$ cat src/pkg/msd_defs.svh
// constants of the motor load stall detector
`ifndef MSD_DEFS_SVH
`define MSD_DEFS_SVH
`define MSD_ADR_CTRL        8'h00
`define MSD_ADR_THRS        8'h04
`define MSD_ADR_LOWLIM      8'h08
`define MSD_ADR_QUIETLIM    8'h0C
`define MSD_ADR_STEPINT     8'h10
`define MSD_ADR_RESULT      8'h14
`define MSD_ADR_IRQ_STAT    8'h18
`define MSD_ADR_IRQ_EN      8'h1C
`define MSD_ADR_IRQ_CLR     8'h20
`define MSD_CTRL_QUIET_BIT  0
`define MSD_RST_THRS        8'h00
`define MSD_RST_LOWLIM      20'h00000
`define MSD_RST_QUIETLIM    20'h00000
`define MSD_RST_CTRL        1'h1
`define MSD_PULSE_NS        400
`define MSD_CLK_NS          100
`define MSD_PULSE_CYC       ((`MSD_PULSE_NS + `MSD_CLK_NS - 1) / `MSD_CLK_NS)
`endif

$ cat src/pkg/msd_pkg.sv
// types of the motor load stall detector
package msd_pkg;
  typedef struct packed {
    logic        cyc;
    logic        stb;
    logic        we;
    logic [3:0]  sel;
    logic [7:0]  adr;
    logic [31:0] dat;
  } msd_wb_req_s;
  typedef enum logic [1:0] {
    MSD_IDLE  = 2'b00,
    MSD_ARMED = 2'b01,
    MSD_PULSE = 2'b11,
    MSD_HELD  = 2'b10
  } msd_state_e;
endpackage : msd_pkg

$ cat src/core/msd_stall_detector.sv
// stall detector with wishbone registers and interrupt
`include "msd_defs.svh"
module msd_stall_detector #(
  parameter int TW = 20
) (
  input  wire logic        mclk_i,
  input  wire logic        reset_n_i,
  input  wire logic        wb_cyc_i,
  input  wire logic        wb_stb_i,
  input  wire logic        wb_we_i,
  input  wire logic [3:0]  wb_sel_i,
  input  wire logic [7:0]  wb_adr_i,
  input  wire logic [31:0] wb_dat_i,
  output logic      [31:0] wb_dat_o,
  output logic             wb_ack_o,
  input  wire logic        full_step_i,
  input  wire logic [8:0]  load_result_i,
  input  wire logic [TW-1:0] step_interval_i,
  output logic             fault_indicator_out_o,
  output logic             cycle_chopper_mode_o,
  output logic             irq_o
);
  localparam logic [2:0] PULSE_CYC = 3'(`MSD_PULSE_CYC);

  msd_pkg::msd_wb_req_s req;
  msd_pkg::msd_state_e  state_reg;
  msd_pkg::msd_state_e  state_next;
  logic          ack_reg;
  logic [31:0]   rdat_reg;
  logic          quiet_reg;
  logic [7:0]    thrs_reg;
  logic [TW-1:0] lowlim_reg;
  logic [TW-1:0] quietlim_reg;
  logic [8:0]    result_reg;
  logic [2:0]    cnt_reg;
  logic [1:0]    stat_reg;
  logic [1:0]    en_reg;

  assign req = '{cyc: wb_cyc_i, stb: wb_stb_i, we: wb_we_i,
                 sel: wb_sel_i, adr: wb_adr_i, dat: wb_dat_i};

  // bus decode
  wire acc    = req.cyc && req.stb && !ack_reg;
  wire wr     = acc && req.we;
  wire wr_ctl = wr && req.adr == `MSD_ADR_CTRL && req.sel[0];
  wire wr_thr = wr && req.adr == `MSD_ADR_THRS && req.sel[0];
  wire wr_low = wr && req.adr == `MSD_ADR_LOWLIM;
  wire wr_qui = wr && req.adr == `MSD_ADR_QUIETLIM;
  wire wr_en  = wr && req.adr == `MSD_ADR_IRQ_EN && req.sel[0];
  wire wr_clr = wr && req.adr == `MSD_ADR_IRQ_CLR && req.sel[0];

  // velocity window and mode
  wire too_fast   = step_interval_i <= quietlim_reg;
  wire slow_ok    = lowlim_reg >= step_interval_i;
  wire window_ok  = quiet_reg && slow_ok && !too_fast;
  wire [8:0] dbl  = {thrs_reg, 1'b0};
  wire below      = load_result_i < dbl;
  wire hit        = full_step_i && window_ok && below;
  wire pulse_end  = state_reg == msd_pkg::MSD_PULSE && cnt_reg == 3'h1;

  always_comb begin
    state_next = state_reg;
    case (state_reg)
      msd_pkg::MSD_IDLE:  if (window_ok) state_next = msd_pkg::MSD_ARMED;
      msd_pkg::MSD_ARMED: begin
        if (hit) state_next = msd_pkg::MSD_PULSE;
        else if (!window_ok) state_next = msd_pkg::MSD_IDLE;
      end
      msd_pkg::MSD_PULSE: if (pulse_end) state_next = msd_pkg::MSD_HELD;
      msd_pkg::MSD_HELD: begin
        if (full_step_i && !(window_ok && below)) state_next = msd_pkg::MSD_IDLE;
      end
      default: state_next = msd_pkg::MSD_IDLE;
    endcase
  end

  wire [TW-1:0] wmask = TW'({{8{req.sel[2]}}, {8{req.sel[1]}}, {8{req.sel[0]}}});
  wire [TW-1:0] wval  = req.dat[TW-1:0];

  wire [31:0] rd_mux =
    req.adr == `MSD_ADR_CTRL     ? {31'h0, quiet_reg} :
    req.adr == `MSD_ADR_THRS     ? {24'h0, thrs_reg} :
    req.adr == `MSD_ADR_LOWLIM   ? 32'(lowlim_reg) :
    req.adr == `MSD_ADR_QUIETLIM ? 32'(quietlim_reg) :
    req.adr == `MSD_ADR_STEPINT  ? 32'(step_interval_i) :
    req.adr == `MSD_ADR_RESULT   ? {23'h0, result_reg} :
    req.adr == `MSD_ADR_IRQ_STAT ? {30'h0, stat_reg} :
    req.adr == `MSD_ADR_IRQ_EN   ? {30'h0, en_reg} : 32'h0;

  // bit0 stall pulse, bit1 full-step update; set wins over clear
  wire [1:0] ev = {full_step_i, hit && state_reg == msd_pkg::MSD_ARMED};

  always_ff @(posedge mclk_i or negedge reset_n_i) begin
    if (!reset_n_i) begin
      state_reg    <= msd_pkg::MSD_IDLE;
      ack_reg      <= 1'b0;
      rdat_reg     <= 32'h0;
      quiet_reg    <= `MSD_RST_CTRL;
      thrs_reg     <= `MSD_RST_THRS;
      lowlim_reg   <= TW'(`MSD_RST_LOWLIM);
      quietlim_reg <= TW'(`MSD_RST_QUIETLIM);
      result_reg   <= 9'h000;
      cnt_reg      <= 3'h0;
      stat_reg     <= 2'h0;
      en_reg       <= 2'h0;
    end else begin
      state_reg <= state_next;
      ack_reg   <= acc;
      if (acc) rdat_reg <= rd_mux;
      if (wr_ctl) quiet_reg <= req.dat[`MSD_CTRL_QUIET_BIT];
      if (wr_thr) thrs_reg <= req.dat[7:0];
      if (wr_low) lowlim_reg <= (lowlim_reg & ~wmask) | (wval & wmask);
      if (wr_qui) quietlim_reg <= (quietlim_reg & ~wmask) | (wval & wmask);
      if (wr_en) en_reg <= req.dat[1:0];
      if (full_step_i) result_reg <= load_result_i;
      if (state_next == msd_pkg::MSD_PULSE && state_reg != msd_pkg::MSD_PULSE)
        cnt_reg <= PULSE_CYC;
      else if (cnt_reg != 3'h0) cnt_reg <= cnt_reg - 3'h1;
      stat_reg <= (stat_reg & ~(wr_clr ? req.dat[1:0] : 2'h0)) | ev;
    end
  end

  assign wb_ack_o              = ack_reg;
  assign wb_dat_o              = rdat_reg;
  assign fault_indicator_out_o = state_reg == msd_pkg::MSD_PULSE;
  assign cycle_chopper_mode_o  = !quiet_reg || too_fast;
  assign irq_o                 = |(stat_reg & en_reg);
endmodule : msd_stall_detector

$ cat config.mk
export PLATFORM = sky130hd
export DESIGN_NAME = msd_stall_detector
export DESIGN_NICKNAME = d
export VERILOG_FILES = /design/src/pkg/msd_pkg.sv /design/src/core/msd_stall_detector.sv
export VERILOG_INCLUDE_DIRS = /design/src /design/src/pkg
export SDC_FILE = /design/constraint.sdc
export NUM_CORES = 1
export LEC_CHECK = 0
export ABC_AREA = 1
export CORE_ASPECT_RATIO = 2
export CORE_MARGIN = 2
export CORE_UTILIZATION = 45
export CTS_BUF_LIST = sky130_fd_sc_hd__clkbuf_2
export CTS_CLUSTER_DIAMETER = 100
export DETAILED_ROUTE_END_ITERATION = 6
export DONT_BUFFER_PORTS = 1
export SKIP_CTS_REPAIR_TIMING = 1
export SLEW_MARGIN = 10
export SYNTH_ARGS = -nofsm -noshare
export SYNTH_HDL_FRONTEND = slang
export SYNTH_SLANG_ARGS = --single-unit
export TNS_END_PERCENT = 10
$ cat constraint.sdc
create_clock -name mclk_i -period 2.1 [get_ports mclk_i]
set_clock_uncertainty 0.15 [all_clocks]
set_input_delay 0.42 -clock mclk_i [delete_from_list [all_inputs] [get_ports mclk_i]]
set_output_delay 0.42 -clock mclk_i [all_outputs]
set_load 0.02 [all_outputs]
# Yosys cells after proc, flatten, opt, wreduce, memory -nomap -nowiden
# Index checks and enable logic that the tools add are counted.
# classes
addsub	1
order_cmp	3
n_eq_ne	14
n_mux	17
bitwise	10
n_reduce_logical	32
# op_table
operator	n
$mux 20	5
$and 20x20->20	3
$or 20x20->20	2
$eq 8x5->1 const B	4
$logic_and 1x1->1	22
$ge 20x20->1	1
$le 20x20->1	1
$not 20->20	1
$eq 8x4->1 const B	2
$mux 2	8
$lt 9x9->1	1
$mux 9	1
$eq 8x3->1 const B	1
$eq 8x6->1 const B	1
$logic_not 8->1	1
$pmux 2 s4	1
$eq 2x2->1 const B	3
$mux 3	2
$and 2x2->2	2
$logic_not 1->1	4
$eq 3x1->1 const B	1
$reduce_bool 3->1	1
$sub 3x1->3 const B	1
$eq 2x1->1 const B	1
7 further kinds	7
# totals
reg_bits	100
in_bits	79
out_inout_bits	36
wordCells	88

# Longest topological paths before layout
# logic_depth
depth_word	11
depth_mapped	13
ltp_nobuf	13

# Least setup slack after synthesis
# No wires, ideal clock.
# synth_timing
kind	input -> output
start	in step_interval_i[19]
end	out cycle_chopper_mode_o
t_arrival_ns	1.455
slack_ns	0.075
stages	10
path_buffers	0
path_cell_list	ha_1 > nand2_1 > nor2_1 > nand2_1 > nor2_1 > nand2_1 > nand2_1 > nor2_1 > nor2_2 > inv_1
# synth_via
elab_chain_len	2
# synth_rtl
element	line	rtl
start, declared	msd_stall_detector.sv:18	input wire logic [TW-1:0] step_interval_i,
$le 20x20->1	msd_stall_detector.sv:53	wire too_fast = step_interval_i <= quietlim_reg;
$logic_or 1x1->1	msd_stall_detector.sv:126	assign cycle_chopper_mode_o = !quiet_reg || too_fast;
end, declared	msd_stall_detector.sv:20	output logic cycle_chopper_mode_o,
# No other way between the ends.

==> flow_metrics.env <==
export IMPL_status="complete, but fails checks"
export IMPL_violations="negative hold slack, negative setup slack"
export IMPL_cts_tree="built"
export IMPL_critPathKind="reg -> out"
export IMPL_ys_types=37
export IMPL_setup_worst_path_end_class="primary output"
export IMPL_io_buffers=0
export IMPL_combPwrFrac_pct=12.5
export IMPL_fin_setup_tns_ns=-1.26
export IMPL_synth_edf_count=0
export IMPL_grt_start_max_net_pins=89
export IMPL_synthTopCellsByArea="dfrtp_1 39%, nand2_1 13%, ha_1 11%"
export IMPL_via_per_inst=5.17
export IMPL_die_h_microns=162
export IMPL_crit_top_cell="nor2_2"
export IMPL_rows=57
export IMPL_cpMaxStageDelayCell="dfrtp_1"
export IMPL_worstPathCellList="inv_2 > ha_1 > nand2_2 > nor2_4 > nand2_2 > nor2_2 > nand2_1 > nand2_1 > nor2_2 > nor2_2 > inv_2"
export IMPL_clock_latency_ns=0.56
export IMPL_drt_iter0_drc=226
export IMPL_post_route_period_util_pct=129
export IMPL_yosysTopAreaCell="dfrtp_1"
export IMPL_htree_levels=3
export IMPL_clkTransAtPathRegs_ns=0.27
export IMPL_grt_use_met3_pct=5.23
export IMPL_drt_pre_antenna_iters=5
export IMPL_cts_root_buf="clkbuf_2"
export IMPL_slew_headroom_pct=55.3
export IMPL_die_area_sq_um=13400
export IMPL_met2_usage_pct=44.4
export IMPL_cellLeakagePower_nw=3.44
export IMPL_antenna_found_initial=1
export IMPL_fin_nets=916
export IMPL_ant_nets=0
export IMPL_synth_top_area_share_pct=38.8
export IMPL_critPathLaunchType="register"
export IMPL_avgSynthCellArea_sq_um=8.01
export IMPL_multi_input_area_sq_um=2980
export IMPL_hold_slack_ns=-0.659
export IMPL_gp_congestion=0.892
export IMPL_async_reset_ff_share_pct=100
export IMPL_crit_family="simple AND/OR/NAND/NOR gates"
export IMPL_layout_drive_gt1_share_pct=20.2
export IMPL_track_usage_pct=22.5
export IMPL_max_stage_delay_ns=0.43
export IMPL_power_frac_seq_pct=58.6
export IMPL_setup_ws_ns=-0.609
export IMPL_top_usage_layer="met2"
export IMPL_clock_sinks=88
export IMPL_fp_dieW_microns=82.9
export IMPL_drv_slew=0
export IMPL_fillers=1201
export IMPL_netlist_instances=700
export IMPL_cp_required_ns=1.53
export IMPL_start_util_pct=46.2
export IMPL_synth_seq_cells=88
export IMPL_layout_cells_non_filler=940
export IMPL_clkPwrFrac_pct=28.9
export IMPL_finalWirelength_microns=15100
export IMPL_drc=0
export IMPL_grt_pass1_vias=4743
export IMPL_grtUsageMet1_pct=21.6
export IMPL_pwr_density_cell_nw_per_um2=444
export IMPL_grt_pass1_wl_microns=23700
export IMPL_seq_area_sq_um=2200
export IMPL_seq_area_frac_synth_pct=39.3
export IMPL_grt_overflow=0
export IMPL_internal_power_mw=2.14
export IMPL_synth_main_ff_cell="dfrtp_1"
export IMPL_setup_viol=7
export IMPL_dp_cells=877
export IMPL_fin_crit_ns=2.71
export IMPL_syn_cell_area_sq_um=5610
export IMPL_numCtsBuffers=9
export IMPL_finalHoldViolations=88
export IMPL_path_max_fanout=2
export IMPL_fmax_mhz=369
export IMPL_io_pins=115
export IMPL_cts_buffer_depth=2
export IMPL_swShare_pct=27.9
export IMPL_peakVddDrop_mv=0.373
export IMPL_critical_path_buf_inv_count=2
export IMPL_rsz0062_at_grt="true"
export IMPL_p_switching_mw=0.830
export IMPL_avgRoutedWirePerCell_microns=16.1
export IMPL_yosys_warnings=0
export IMPL_min_path_type="in -> async"
export IMPL_area_growth_pct=19.6
export IMPL_place_hpwl_microns=11800
export IMPL_num_vias=4858
export IMPL_maxCapViolCount=0
export IMPL_tightest_slew_ns=0.669
export IMPL_worstPathArrival_ns=2.14
export IMPL_coreArea_sq_um=12100
==> stage by stage <==
| step | power [mW] | hold slack, ns | utilization [%] | area [sq um] | worst slack [ns] |
|---|---|---|---|---|---|
| floorplan | 1.99 | -0.0256 | - | 5650 | 0.0752 |
| global placement | 2.04 | -0.0224 | 49.1 | 5960 | -0.151 |
| detailed placement | 2.04 | -0.0229 | 49.1 | 5960 | -0.142 |
| CTS | 2.91 | -0.702 | 50.0 | 6070 | -0.808 |
| global route | 3.13 | -0.723 | 55.3 | 6700 | -0.760 |
| finish | 2.97 | -0.659 | 55.3 | 6700 | -0.609 |
==> cell type report <==
| cell class | count | share of cell area, % |
|---|---|---|
| timing repair buffer | 90 | 11.6 |
| clock inverter | 7 | 0.934 |
| clock buffer | 9 | 0.672 |
| inverter | 119 | 6.74 |
| tap | 147 | 2.74 |
| multi-input combinational | 479 | 44.4 |
| antenna | 1 | 0.0373 |
| sequential | 88 | 32.9 |
==> logic make-up (layout without fill, tap and decap cells) <==
family | Yosys count | in the layout | synth area share, %
AND/OR/NAND/NOR | 264 | 264 | 21.6
AO/OA/AOI/OAI | 152 | 152 | 16.0
buffers and inverters | 144 | 225 | 11.7
flip-flops | 88 | 88 | 39.3
adder cells (fa/ha/maj) | 50 | 50 | 11.2
other | 1 | 13 | 0.0669
XOR/XNOR | 1 | 1 | 0.156
==> cell usage after synthesis, types with 2 or more instances <==
cell      number
a21oi_1       41
buf_4         13
buf_6          8
clkbuf_1       4
dfrtp_1       87
ha_1          50
inv_1        111
inv_2          5
inv_4          2
nand2_1      195
nand2_2        6
nand2_4        4
nand3_1       10
nand3_4        5
nand4_1        6
nor2_1        27
nor2_2         2
nor2_4         3
o21ai_0       34
o21ai_1       33
o21ai_2       25
o221ai_1       6
o22ai_1        9
==> final timing paths <==
kind,from,end,slack [ns],depth (start not counted)
setup / recovery,register,cycle_chopper_mode_o,-0.61,11
hold reg to reg,result_reg[0],result_reg[0],0.36,2
max in group asynchronous,reset_n_i,quiet_reg,2.22,0
setup reg to reg,register,cnt_reg[0],-0.15,15
min in group mclk_i,step_interval_i[13],wb_dat_o[13],0.02,4
hold / removal,reset_n_i,async pin,-0.66,0
==> cell usage in the layout (no fill, tap or decap), types with 2 or more instances in the layout <==
cell type	synthesis	routed
conb_1	1	12
nand3_4	5	5
nor2_4	3	6
buf_4	13	50
o22ai_1	9	9
o21ai_2	25	25
a21oi_1	41	39
clkinvlp_4	0	2
clkinv_1	1	3
dfrtp_1	87	87
a21oi_2	0	2
nand2_2	6	13
nor2_1	27	21
ha_1	50	40
o21ai_0	34	34
inv_2	5	17
nand3_1	10	10
ha_4	0	10
dlygate4sd3_1	0	40
clkinv_2	0	2
nand2_1	195	187
nor2_2	2	5
nand4_1	6	6
inv_1	111	99
o221ai_1	6	6
o21ai_1	33	33
nand2_4	4	5
clkbuf_2	0	9
inv_4	2	2
==> power groups by stage <==
stage,combinational [mW],clock [mW],sequential [mW]
2_1_floorplan,0.220,0,1.77
3_3_place_gp,0.267,0,1.77
3_5_place_dp,0.275,0,1.77
4_1_cts,0.277,0.891,1.74
5_1_grt,0.418,0.968,1.75
6_report,0.372,0.860,1.74
==> per-layer routing <==
| metal | routed length [microns] | vias up |
|---|---|---|
| li1 | - | 2411 |
| met1 | 5210 | 2276 |
| met2 | 8630 | 131 |
| met3 | 641 | 40 |
| met4 | 617 | 0 |
| met5 | 0 | - |
Power figures use the tool's default switching activity.
